`src/frpi_pkg.sv`:
```
package frpi_pkg;

    // ****************************************
    // register map (word offsets)
    // ****************************************
    localparam logic [15:0] ADDR_INT_CTRL    = 16'h100e;
    localparam logic [15:0] ADDR_PRESENCE    = 16'h1046;
    localparam logic [15:0] ADDR_EVT_STATUS  = 16'h1100;
    localparam logic [15:0] ADDR_EVT_ENABLE  = 16'h1104;
    localparam logic [15:0] ADDR_EVT_CLEAR   = 16'h1108;
    localparam logic [15:0] ADDR_PULSE_LEN   = 16'h110c;

    // word-aligned bus addresses: printed offsets are not all multiples of four
    localparam logic [17:0] BADDR_INT_CTRL   = {ADDR_INT_CTRL, 2'b00};
    localparam logic [17:0] BADDR_PRESENCE   = {ADDR_PRESENCE, 2'b00};
    localparam logic [17:0] BADDR_EVT_STATUS = {ADDR_EVT_STATUS, 2'b00};
    localparam logic [17:0] BADDR_EVT_ENABLE = {ADDR_EVT_ENABLE, 2'b00};
    localparam logic [17:0] BADDR_EVT_CLEAR  = {ADDR_EVT_CLEAR, 2'b00};
    localparam logic [17:0] BADDR_PULSE_LEN  = {ADDR_PULSE_LEN, 2'b00};
    localparam int          ADDR_W           = 18;

    // ****************************************
    // interrupt control fields
    // ****************************************
    localparam int          RDY_TRIG_LSB     = 0;
    localparam int          RDY_TRIG_MSB     = 2;
    localparam int          VIOL_EN_BIT      = 3;
    localparam int          EDGE_BIT         = 4;
    localparam int          RDY_PEND_BIT     = 5;
    localparam int          VIOL_PEND_BIT    = 6;
    localparam logic [2:0]  RDY_TRIG_OFF     = 3'h0;
    localparam logic [2:0]  RDY_TRIG_READY   = 3'h1;
    localparam logic [7:0]  INT_CTRL_RESET   = 8'h00;

    // ****************************************
    // presence register
    // ****************************************
    localparam int          TOGGLE_BIT       = 2;
    localparam logic [7:0]  PRESENCE_RESET   = 8'h82;

    // ****************************************
    // event status layout
    // ****************************************
    localparam int          EVT_RDY          = 0;
    localparam int          EVT_VIOL         = 1;
    localparam int          EVT_N            = 2;

    // ****************************************
    // pulse timing: 200 ns low pulse at 20 MHz
    // ****************************************
    localparam int          CLK_PERIOD_NS    = 50;
    localparam int          PULSE_NS         = 200;
    localparam logic [7:0]  PULSE_CYC        = 8'((PULSE_NS + CLK_PERIOD_NS - 1)
                                                   / CLK_PERIOD_NS);

    localparam logic [1:0]  RESP_OKAY        = 2'b00;
    localparam logic [1:0]  RESP_SLVERR      = 2'b10;

endpackage : frpi_pkg

```
`src/frpi_pulse.sv`:
```
`timescale 1ns/1ns
module frpi_pulse
    import frpi_pkg::*;
(
    input  wire logic       aclk,
    input  wire logic       aresetn,
    input  wire logic       ce,
    input  wire logic       fire,
    input  wire logic [7:0] len,
    output logic            busy
);
    import frpi_pkg::*;

    typedef struct packed {
        logic [7:0] cnt;
    } frpi_pulse_s;

    frpi_pulse_s st_r;
    frpi_pulse_s st_nxt;

    // counts the pulse cycles that follow the fire cycle
    always_comb
    begin
        st_nxt = st_r;
        if (fire)
            st_nxt.cnt = (len == 8'h00) ? 8'h00 : len - 8'h01;
        else if (st_r.cnt != 8'h00)
            st_nxt.cnt = st_r.cnt - 8'h01;
    end

    always_ff @(posedge aclk)
    begin
        if (!aresetn)
            st_r <= '0;
        else if (ce)
            st_r <= st_nxt;
    end

    assign busy = (st_r.cnt != 8'h00);

endmodule : frpi_pulse

```
`src/frpi_sync.sv`:
```
`timescale 1ns/1ns
module frpi_sync
    import frpi_pkg::*;
#(
    parameter int W = 2
)
(
    input  wire logic         aclk,
    input  wire logic         aresetn,
    input  wire logic         ce,
    input  wire logic [W-1:0] d,
    output logic      [W-1:0] q
);
    import frpi_pkg::*;

    typedef struct packed {
        logic [W-1:0] s1;
        logic [W-1:0] s2;
    } frpi_sync_s;

    frpi_sync_s st_r;
    frpi_sync_s st_nxt;

    always_comb
    begin
        st_nxt    = st_r;
        st_nxt.s1 = d;
        st_nxt.s2 = st_r.s1;
    end

    always_ff @(posedge aclk)
    begin
        if (!aresetn)
            st_r <= '0;
        else if (ce)
            st_r <= st_nxt;
    end

    assign q = st_r.s2;

endmodule : frpi_sync

```
`src/frpi_top.sv`:
```
// The AXI4-Lite slave port was left to the implementer.
`timescale 1ns/1ns
// Overview of operation
// - A ready-trigger field of zero blocks ready interrupts; with bit 3 also clear it keeps the irq output negated.
// - A ready-trigger field of one raises an interrupt when the flash goes busy to ready unless the ready pending flag is set.
// - With the violation enable bit 3 set, each protection violation raises an interrupt unless the violation pending flag is set.
// - With edge-select bit 4 clear, irq stays asserted until software clears the pending flag or its trigger/enable field.
// - With edge-select bit 4 set, each interrupt is a low-going pulse on irq.
// - The ready pending flag at bit 5 is set when irq is asserted for flash ready.
// - Writing one to bit 5 clears it and negates irq; writing zero does nothing.
// - The violation pending flag at bit 6 is set when irq is asserted for a violation.
// - Writing one to bit 6 clears it, negates irq and re-enables violation interrupts.
// - Bit 2 of the presence register inverts on every read of that register.
module frpi_top
    import frpi_pkg::*;
(
    input  wire logic                  aclk,
    input  wire logic                  aresetn,
    input  wire logic                  ce,
    // flash and protection status pins
    input  wire logic                  flash_ready,
    input  wire logic                  prot_violation,
    // interrupt outputs
    output logic                       irq_n,
    output logic                       evt_irq,
    // axi4-lite slave
    input  wire logic [frpi_pkg::ADDR_W-1:0] s_axi_awaddr,
    input  wire logic                  s_axi_awvalid,
    output logic                       s_axi_awready,
    input  wire logic [31:0]           s_axi_wdata,
    input  wire logic [3:0]            s_axi_wstrb,
    input  wire logic                  s_axi_wvalid,
    output logic                       s_axi_wready,
    output logic [1:0]                 s_axi_bresp,
    output logic                       s_axi_bvalid,
    input  wire logic                  s_axi_bready,
    input  wire logic [frpi_pkg::ADDR_W-1:0] s_axi_araddr,
    input  wire logic                  s_axi_arvalid,
    output logic                       s_axi_arready,
    output logic [31:0]                s_axi_rdata,
    output logic [1:0]                 s_axi_rresp,
    output logic                       s_axi_rvalid,
    input  wire logic                  s_axi_rready
);
    import frpi_pkg::*;

    // ****************************************
    // state
    // ****************************************
    typedef struct packed {
        logic [2:0]          rdy_trig;
        logic                viol_en;
        logic                edge_mode;
        logic                rdy_pend;
        logic                viol_pend;
        logic                toggle;
        logic [EVT_N-1:0]    evt_stat;
        logic [EVT_N-1:0]    evt_en;
        logic [7:0]          pulse_len;
        logic                rdy_prev;
        logic                viol_prev;
        logic                aw_hold;
        logic [ADDR_W-1:0]   aw_addr;
        logic                w_hold;
        logic [31:0]         w_data;
        logic [3:0]          w_strb;
        logic                bvalid;
        logic [1:0]          bresp;
        logic                rvalid;
        logic [31:0]         rdata;
        logic [1:0]          rresp;
        logic                irq_n;
        logic                evt_irq;
        // registered bus ready flags
        logic                aw_rdy;
        logic                w_rdy;
        logic                ar_rdy;
    } frpi_top_s;

    frpi_top_s st_r;
    frpi_top_s st_nxt;

    logic [1:0] pins_sync;
    logic       pulse_busy;
    logic       fire;

    // ****************************************
    // pin synchroniser and pulse timer
    // ****************************************
    frpi_sync #(
        .W (2)
    ) u_sync (
        .aclk    (aclk),
        .aresetn (aresetn),
        .ce      (ce),
        .d       ({prot_violation, flash_ready}),
        .q       (pins_sync)
    );

    frpi_pulse u_pulse (
        .aclk    (aclk),
        .aresetn (aresetn),
        .ce      (ce),
        .fire    (fire),
        .len     (st_r.pulse_len),
        .busy    (pulse_busy)
    );

    // ****************************************
    // interrupt sources
    // ****************************************
    logic rdy_rise;
    logic viol_rise;
    logic rdy_set;
    logic viol_set;
    logic wr_go;
    logic rd_go;
    logic wr_ctrl;
    logic [7:0] ctrl_rd;

    // synchroniser resets low, so a rise follows reset; harmless, triggers reset off
    assign rdy_rise  = pins_sync[0] && !st_r.rdy_prev;
    assign viol_rise = pins_sync[1] && !st_r.viol_prev;
    assign rdy_set   = rdy_rise && (st_r.rdy_trig == RDY_TRIG_READY)
                       && !st_r.rdy_pend;
    assign viol_set  = viol_rise && st_r.viol_en && !st_r.viol_pend;
    assign fire      = st_r.edge_mode && (rdy_set || viol_set);

    // ****************************************
    // bus decode
    // ****************************************
    assign wr_go   = st_r.aw_hold && st_r.w_hold && !st_r.bvalid;
    assign rd_go   = s_axi_arvalid && !st_r.rvalid;
    assign wr_ctrl = wr_go && (st_r.aw_addr == BADDR_INT_CTRL) && st_r.w_strb[0];

    assign ctrl_rd = {1'b0, st_r.viol_pend, st_r.rdy_pend, st_r.edge_mode,
                      st_r.viol_en, st_r.rdy_trig};

    // ****************************************
    // next state
    // ****************************************
    always_comb
    begin
        st_nxt           = st_r;
        st_nxt.rdy_prev  = pins_sync[0];
        st_nxt.viol_prev = pins_sync[1];

        // ****************************************
        // write channel capture
        // ****************************************
        if (s_axi_awvalid && !st_r.aw_hold)
        begin
            st_nxt.aw_hold = 1'b1;
            st_nxt.aw_addr = s_axi_awaddr;
        end
        if (s_axi_wvalid && !st_r.w_hold)
        begin
            st_nxt.w_hold = 1'b1;
            st_nxt.w_data = s_axi_wdata;
            st_nxt.w_strb = s_axi_wstrb;
        end

        // ****************************************
        // register writes
        // ****************************************
        // pending flag clears, set wins below
        if (wr_ctrl)
        begin
            st_nxt.rdy_trig  = st_r.w_data[RDY_TRIG_MSB:RDY_TRIG_LSB];
            st_nxt.viol_en   = st_r.w_data[VIOL_EN_BIT];
            st_nxt.edge_mode = st_r.w_data[EDGE_BIT];
            if (st_r.w_data[RDY_PEND_BIT])
                st_nxt.rdy_pend = 1'b0;
            if (st_r.w_data[VIOL_PEND_BIT])
                st_nxt.viol_pend = 1'b0;
        end
        if (wr_go && st_r.w_strb[0])
        begin
            if (st_r.aw_addr == BADDR_EVT_ENABLE)
                st_nxt.evt_en = st_r.w_data[EVT_N-1:0];
            if (st_r.aw_addr == BADDR_EVT_CLEAR)
                st_nxt.evt_stat = st_r.evt_stat & ~st_r.w_data[EVT_N-1:0];
            if (st_r.aw_addr == BADDR_PULSE_LEN)
                st_nxt.pulse_len = st_r.w_data[7:0];
        end

        // ****************************************
        // write response
        // ****************************************
        if (wr_go)
        begin
            st_nxt.aw_hold = 1'b0;
            st_nxt.w_hold  = 1'b0;
            st_nxt.bvalid  = 1'b1;
            case (st_r.aw_addr)
                BADDR_INT_CTRL, BADDR_EVT_ENABLE, BADDR_EVT_CLEAR,
                BADDR_PULSE_LEN, BADDR_PRESENCE, BADDR_EVT_STATUS:
                    st_nxt.bresp = RESP_OKAY;
                default:
                    st_nxt.bresp = RESP_SLVERR;
            endcase
        end
        if (st_r.bvalid && s_axi_bready)
            st_nxt.bvalid = 1'b0;

        // ****************************************
        // event capture
        // ****************************************
        if (rdy_set)
        begin
            st_nxt.rdy_pend          = 1'b1;
            st_nxt.evt_stat[EVT_RDY] = 1'b1;
        end
        if (viol_set)
        begin
            st_nxt.viol_pend          = 1'b1;
            st_nxt.evt_stat[EVT_VIOL] = 1'b1;
        end

        // ****************************************
        // read channel
        // ****************************************
        if (rd_go)
        begin
            st_nxt.rvalid = 1'b1;
            st_nxt.rresp  = RESP_OKAY;
            st_nxt.rdata  = 32'h0000_0000;
            case (s_axi_araddr)
                BADDR_INT_CTRL:
                    st_nxt.rdata[7:0] = ctrl_rd;
                BADDR_PRESENCE:
                begin
                    st_nxt.rdata[7:0] = PRESENCE_RESET;
                    st_nxt.rdata[TOGGLE_BIT] = st_r.toggle;
                    st_nxt.toggle = !st_r.toggle;
                end
                BADDR_EVT_STATUS:
                    st_nxt.rdata[EVT_N-1:0] = st_r.evt_stat;
                BADDR_EVT_ENABLE:
                    st_nxt.rdata[EVT_N-1:0] = st_r.evt_en;
                BADDR_PULSE_LEN:
                    st_nxt.rdata[7:0] = st_r.pulse_len;
                BADDR_EVT_CLEAR:
                    st_nxt.rdata = 32'h0000_0000;
                default:
                    st_nxt.rresp = RESP_SLVERR;
            endcase
        end
        if (st_r.rvalid && s_axi_rready)
            st_nxt.rvalid = 1'b0;

        // ****************************************
        // interrupt output
        // ****************************************
        // level held while a pending flag and its enable stand; pulse in edge mode
        if (st_nxt.rdy_trig == RDY_TRIG_OFF && !st_nxt.viol_en)
            st_nxt.irq_n = 1'b1;
        else if (st_r.edge_mode)
            st_nxt.irq_n = !(fire || pulse_busy);
        else
            st_nxt.irq_n = !((st_nxt.rdy_pend && st_nxt.rdy_trig == RDY_TRIG_READY)
                             || (st_nxt.viol_pend && st_nxt.viol_en));
        st_nxt.evt_irq = |(st_nxt.evt_stat & st_nxt.evt_en);

        // ****************************************
        // bus ready flags
        // ****************************************
        // awready and wready mirror the free state of their holding flags; arready mirrors a clear rvalid
        st_nxt.aw_rdy  = !st_nxt.aw_hold;
        st_nxt.w_rdy   = !st_nxt.w_hold;
        st_nxt.ar_rdy  = !st_nxt.rvalid;
    end

    // ****************************************
    // state register
    // ****************************************
    always_ff @(posedge aclk)
    begin
        if (!aresetn)
        begin
            st_r           <= '0;
            st_r.toggle    <= PRESENCE_RESET[TOGGLE_BIT];
            st_r.pulse_len <= PULSE_CYC;
            st_r.irq_n     <= 1'b1;
            st_r.aw_rdy    <= 1'b1;
            st_r.w_rdy     <= 1'b1;
            st_r.ar_rdy    <= 1'b1;
        end
        else if (ce)
            st_r <= st_nxt;
    end

    // ****************************************
    // outputs
    // ****************************************
    assign irq_n         = st_r.irq_n;
    assign evt_irq       = st_r.evt_irq;
    assign s_axi_awready = st_r.aw_rdy;
    assign s_axi_wready  = st_r.w_rdy;
    assign s_axi_bvalid  = st_r.bvalid;
    assign s_axi_bresp   = st_r.bresp;
    assign s_axi_arready = st_r.ar_rdy;
    assign s_axi_rvalid  = st_r.rvalid;
    assign s_axi_rdata   = st_r.rdata;
    assign s_axi_rresp   = st_r.rresp;

endmodule : frpi_top
```
`config.mk`:
```
export PLATFORM = sky130hd
export DESIGN_NAME = frpi_top
export DESIGN_NICKNAME = d
export VERILOG_FILES = /design/src/frpi_pkg.sv /design/src/frpi_pulse.sv /design/src/frpi_sync.sv /design/src/frpi_top.sv
export SDC_FILE = /design/constraint.sdc
export NUM_CORES = 1
export LEC_CHECK = 0
export BUFFER_PORTS_ARGS = -buffer_cell sky130_fd_sc_hd__buf_2
export CORE_MARGIN = 5
export CORE_UTILIZATION = 52
export DETAILED_ROUTE_END_ITERATION = 10
export GPL_TIMING_DRIVEN = 0
export PLACE_DENSITY = 0.8
export SYNTH_ARGS = -nofsm -noshare
export SYNTH_HDL_FRONTEND = slang
export SYNTH_HIERARCHICAL = 1
export SYNTH_SLANG_ARGS = --single-unit
```
`constraint.sdc`:
```
create_clock -name aclk -period 2.35 [get_ports aclk]
set_input_delay 0.235 -clock aclk [delete_from_list [all_inputs] [get_ports aclk]]
set_output_delay 0.235 -clock aclk [all_outputs]
set_load 0.1 [all_outputs]
```
Word-level counts from Yosys, hierarchy flattened
Cells that the tools add are included.
- latch bits: 0
- register bits after elaboration: 109
- memories: 0
- bits in read-only memories: 0
- output and inout port bits: 43
- input port bits: 82
- bits in writable memories: 0
- logic and storage cells: 131
- div/mod/pow operators: 0
- multipliers: 0
- $add $sub $neg: 2
- reduce and logical (&&, ||, !) cells: 55
- magnitude comparators: 0
- eq/ne operators: 14
- bitwise operators: 3
- multiplexer cells: 28
- shift operators: 0
- operators with widths (kind ; count):
    $eq 18x15->1 const B ; 12
    $mux 37 ; 1
    $mux 35 ; 1
    $mux 8 ; 4
    $logic_and 1x1->1 ; 20
    $mux 19 ; 1
    $pmux 6 s3 ; 1
    $sub 8x1->8 const B ; 2
    $logic_not 1->1 ; 15
    $reduce_and 2->1 ; 7
    $mux 1 ; 12
    $mux 12 ; 1
    $reduce_or 6->1 ; 2
    $pmux 2 s5 ; 1
    $logic_not 8->1 ; 1
    $mux 2 ; 4
    $reduce_bool 8->1 ; 1
    $mux 7 ; 1
    $eq 3x1->1 const B ; 2
    $reduce_and 3->1 ; 2
    $and 2x2->2 ; 2
    $reduce_bool 2->1 ; 2
    $logic_not 3->1 ; 1
    $logic_or 1x1->1 ; 3
    other kinds (3) ; 3

Longest topological paths before layout
- depth after elaboration: 11
- gate-level depth with buffers: 10
- mapped depth without buffers: 9

Hierarchy
Netlist, hierarchy kept.
- by module, submodules not included (module ; area an instance (um^2) ; cells each ; seq. area each (um^2) ; times used):
    frpi_top ; 3433.3 ; 399 ; 1361.3 ; 1
    frpi_pulse ; 688.2 ; 89 ; 160.2 ; 1
    frpi_sync ; 156.4 ; 13 ; 80.1 ; 1

Worst setup path after synthesis
No wires, ideal clock.
- kind: reg-to-reg
- from: register st_r (netlist bit s_axi_bvalid)
- to: register, netlist name irq_n
- path slack: 0.116 ns
- path buffers: 0
- data required time: 2.213 ns
- stages on the path, launching flop included: 7
- arrival time: 2.097 ns
- period minus slack after synthesis: 2.234 ns
- cells stage by stage: dfxtp_1 > and3b_1 > nand2_1 > nor4_4 > mux2_2 > nor3_1 > a22oi_1
- word-level cells in the longest chain between the ends: 11
- elaborated cells on any way between the ends: 17
- RTL lines (item ; line ; RTL):
    from (decl) ; frpi_top.sv:80 ; frpi_top_s st_r;
    from (signal assigned) ; frpi_top.sv:290 ; st_r <= st_nxt;
    $logic_not 1->1 * ; frpi_top.sv:132 ; assign wr_go = st_r.aw_hold && st_r.w_hold && !st_r.bvalid;
    $logic_and 1x1->1 * ; frpi_top.sv:132 ;
    $logic_and 1x1->1 * (2 in series) ; frpi_top.sv:134 ; assign wr_ctrl = wr_go && (st_r.aw_addr == BADDR_INT_CTRL) && st_r.w_strb[0];
    $mux 7 * ; frpi_top.sv:167 ; if (wr_ctrl)
    $eq 3x1->1 (tied with other cells) ; frpi_top.sv:261 ; st_nxt.irq_n = !((st_nxt.rdy_pend && st_nxt.rdy_trig == RDY_TRIG_READY)
    $logic_and 1x1->1, on equally long branches ; frpi_top.sv:261, frpi_top.sv:262 ;
    $logic_or 1x1->1 ; frpi_top.sv:262 ; || (st_nxt.viol_pend && st_nxt.viol_en));
    $logic_not 1->1 ; frpi_top.sv:261 ;
    $mux 1 ; frpi_top.sv:258 ; else if (st_r.edge_mode)
    $mux 1 * ; frpi_top.sv:256 ; if (st_nxt.rdy_trig == RDY_TRIG_OFF && !st_nxt.viol_en)
Every way passes the cells marked *; elsewhere a longest branch is shown, timed or not.
A chain may end at the register's enable or synchronous reset.

Final worst setup path
- from: register st_r[88] (netlist name)
- to: register st_r (netlist bit evt_irq)
- word-level cells in the longest chain between the ends: 6
- elaborated cells on any way between the ends: 9
- RTL lines (item ; line ; RTL):
    $eq 18x15->1 ; frpi_top.sv:181 ; if (st_r.aw_addr == BADDR_EVT_CLEAR)
    $mux 2 ; frpi_top.sv:181 ;
    $mux 12 * ; frpi_top.sv:177 ; if (wr_go && st_r.w_strb[0])
    $mux 1, on equally long branches ; frpi_top.sv:209, frpi_top.sv:214 ;
    $and 2x2->2 * ; frpi_top.sv:263 ; st_nxt.evt_irq = |(st_nxt.evt_stat & st_nxt.evt_en);
    $reduce_or 2->1 * ; frpi_top.sv:263 ;
Marked as above.

==> flow_metrics.py <==
metrics = {
    "yosys": {
        "synthCells": 501,
        "ys_seq_area_frac": 0.374,
        "synth_edf_count": 0,
        "synthAdderAreaFrac": 0.0117,
        "synth_xor_area_frac": 0.0143,
        "synth_top_family_by_area": "simple AND/OR/NAND/NOR gates",
        "synth_compound_area_frac": 0.192,
        "syn_area_um2": 4280,
        "synth_area_per_cell_um2": 8.54,
        "synthArstFlopShare": 0,
        "ys_ff_latch": 80,
        "yosysWarnings": 6,
        "yosysUniqueCellTypes": 65,
        "synthMuxAreaShare": 0.0497,
        "synth_simple_gate_area_frac": 0.249,
        "ys.flop_type": "dfxtp_1",
    },
    "floorplanning": {
        "dieArea_um2": 10100,
        "die-width_um": 101,
        "core_um2": 8130,
        "ios": 125,
        "rows": 33,
        "start_util": 0.526,
        "die_y_um": 101,
    },
    "global_route": {
        "grt_pass1_vias": 3768,
        "grt_usage": 0.210,
        "antenna_found_initial": 0,
        "grt_overflow": 0,
        "grt_max_degree": 13,
        "grt_pass1_wl_um": 17300,
    },
    "timing": {
        "max_freq_mhz": 439,
        "rsz0062_at_grt": "true",
        "tightest_slew_ns": 0.898,
        "fin_skew_ns": 0.0145,
        "final.setup.worst_slack_ns": 0.0742,
        "timing.slew.headroom": 0.396,
        "min_period_over_period": 0.968,
        "finalHoldViolCount": 0,
        "min_period_ns": 2.28,
        "hold_ws_ns": 0.111,
        "drv_slew": 0,
        "finalSetupViolCount": 0,
    },
    "power": {
        "leakage_nw": 2.20,
        "power_frac_seq": 0.463,
        "internal_power_mw": 2.14,
        "p_clk_frac": 0.341,
        "powerDensity_nw_per_um2": 603,
        "p_sw_uw": 964,
        "sw_frac_of_total": 0.311,
        "peakVddDrop_mv": 0.423,
        "power_frac_comb": 0.196,
    },
    "critical_path": {
        "critical_path_class": "flip-flop to flip-flop",
        "r2r-end": "evt_irq",
        "r2r_cells": 6,
        "slowest_stage": "or4_4",
        "required_ns": 2.60,
        "path_common_cell": "or4_4",
        "r2r_slack_ns": 0.07,
        "startpoint_type": "flip-flop",
        "cp_max_fo": 5,
        "r2r-start": "st_r[88]",
        "cpPeakStageDelay_ns": 0.52,
        "end_kind": "flip-flop",
        "path_cells": "or4_4 > or4_4 > nor4_4 > buf_4 > mux2i_1 > o31ai_1",
        "crit_arrival_ns": 2.53,
    },
    "clock_network": {
        "clock_latency_ns": 0.35,
        "cts.path.max_buffers": 2,
        "cts_root_buf": "clkbuf_8",
        "cts_tree": "done",
        "clock-sinks": 80,
        "clk_pin_slew_ns": 0.08,
        "cts_max_level": 3,
        "cts-buffers-inserted": 9,
    },
    "detailed_routing": {
        "drt-met1-wl_um": 4390,
        "wl_per_cell_um": 14.7,
        "drc": 0,
        "routed-wl-met2_um": 5220,
        "met3RoutedLength_um": 810,
        "drt_wl_total_um": 10600,
        "drt-initial-drc-count": 276,
        "dr.max_layer_used": "met4",
        "drt_pre_antenna_iters": 5,
        "dr_total_vias": 3948,
        "ant_nets": 0,
        "vias_per_cell": 5.47,
    },
    "layout": {
        "diodes": 0,
        "syn2layout_area_growth_pct": 20.3,
        "fillers": 702,
        "nets": 699,
        "layout-drive-gt1-share": 0.253,
    },
    "placed_design": {
        "io_buffers": 69,
        "place_congestion": 0.856,
        "pre_cts_ws_ns": -0.375,
        "dp_hpwl_um": 7910,
    },
    "hold_path": {
        "hp-start": "s_axi_awaddr[11]",
        "min_path_type": "input pin to flip-flop",
        "min_to": "st_r[91]",
        "holdPathStages": 3,
    },
    "flow_run": {
        "maxCapViolCount": 0,
    },
    "outcome": {
        "status": "complete, no violations",
    },
}
[metrics by stage]
step	setup TNS (ns)	utilization	instances	cell area [µm²]	total power, mW
2_1_floorplan	0	-	526	4370	1.96
3_3_place_gp	-1.39	0.596	700	4850	2.06
3_5_place_dp	-1.62	0.596	700	4850	2.07
4_1_cts	0	0.627	718	5100	3.11
5_1_grt	-0.00415	0.633	722	5150	3.22
6_report	0	0.633	722	5150	3.10
[routing by layer]
metal | global-route usage | vias up
li1 | - | 1938
met1 | 0.251 | 1814
met2 | 0.368 | 175
met3 | 0.0464 | 21
met4 | 0.0736 | 0
met5 | 0 | -
[worst max-delay path by stage]
| stage | start | to | cells after the start | slack, ns |
|---|---|---|---|---|
| 2_1_floorplan | s_axi_bvalid | irq_n | 6 | 0.12 |
| 3_3_place_gp | u_sync/q[1] | u_pulse/st_r[5] | 7 | -0.35 |
| 3_5_place_dp | ctrl_rd[3] | u_pulse/st_r[5] | 7 | -0.38 |
| 4_1_cts | st_r[88] | evt_irq | 6 | 0.009 |
| 5_1_grt | ctrl_rd[2] | u_pulse/st_r[5] | 10 | -0.002 |
| 6_report | st_r[88] | evt_irq | 6 | 0.07 |
[power groups by stage]
stage          clock, mW  combinational [mW]  sequential, mW
2_1_floorplan          0               0.462            1.50
3_3_place_gp           0               0.594            1.46
3_5_place_dp           0               0.602            1.47
4_1_cts             1.07               0.605            1.44
5_1_grt             1.13               0.644            1.44
6_report            1.06               0.608            1.44
[cell usage in the layout (no fill, tap or decap), types with 4 or more instances in the layout]
master    count
o21ai_0      24
nand2_1      84
xnor2_1       5
inv_1        10
mux2i_1      19
clkbuf_8     12
nor2b_1      19
a21boi_1     35
nor3_1        8
ha_1          4
buf_4        44
o21ai_1       4
a21oi_1      25
nand3_1      13
a31oi_1       4
buf_2        70
dfxtp_1      79
conb_1       26
nor4_1       11
or3_1         5
a22oi_1       7
nor2_1       13
clkbuf_1     17
[registers in the layout (all words and copies together) (netlist names), 2 cells and up]
register and count:
u_sync/q 2, ctrl_rd 7, st_r 44, u_pulse/st_r 8, s_axi_rdata 8, u_sync/st_nxt 2
[cell usage after synthesis, drive strengths merged (3+ instances only)]
cell    count  area (µm²)
or4         5        46.3
nand2      85         327
a21oi      26         134
nor4b       4        53.8
nor2b      19         119
or2b        3        26.3
ha          4        50.1
clkbuf     18        67.6
nor2       14        52.6
nor4       14         133
or3         8        56.3
nand3      13        65.1
o21ai      28         140
a31oi       4        25.0
a22oi       7        52.6
buf        43         354
o31ai       3        22.5
dfxtp      80        1600
xnor2       5        43.8
o211ai      3        22.5
mux2i      19         190
nor3        8        40.0
inv        10        37.5
nand4b      3        26.3
a21boi     35         263
[what timing repair did]
item | in CTS | in global routing
setup buffers | 3 | 4
pin swaps | 2 | 4
setup endpoints to repair | 10 | 8
hold buffers | 0 | 0
gates resized for setup | 5 | 5
[cells by family (layout without fill, tap and decap cells)]
group	Yosys count	in the layout
buffers and inverters	71	162
multiplexers	21	21
AND/OR/NAND/NOR	193	193
adder cells (fa/ha/maj)	4	4
other	1	26
flip-flops	80	80
AO/OA/AOI/OAI	124	124
XOR/XNOR	7	7
[critical path: cells and delay by family (launching register included)]
kind	cells	cell delay [ns]
and+or+nand+nor	3	1.30
DFF	1	0.36
AOI/OAI and AO/OA	1	0.25
buffers and inverters	1	0.19
muxes	1	0.07
[layout make-up]
| class | count | area, µm² | area share |
|---|---|---|---|
| clock inverters | 3 | 40.0 | 0.00778 |
| well taps | 105 | 131 | 0.0255 |
| multi-input cells | 375 | 2350 | 0.456 |
| flip-flops and latches | 80 | 1610 | 0.312 |
| clock buffers | 12 | 165 | 0.0321 |
| inverters | 10 | 37.5 | 0.00729 |
| repair buffers | 76 | 398 | 0.0773 |
| plain buffers | 61 | 423 | 0.0822 |
Power figures use the tool's default switching activity.
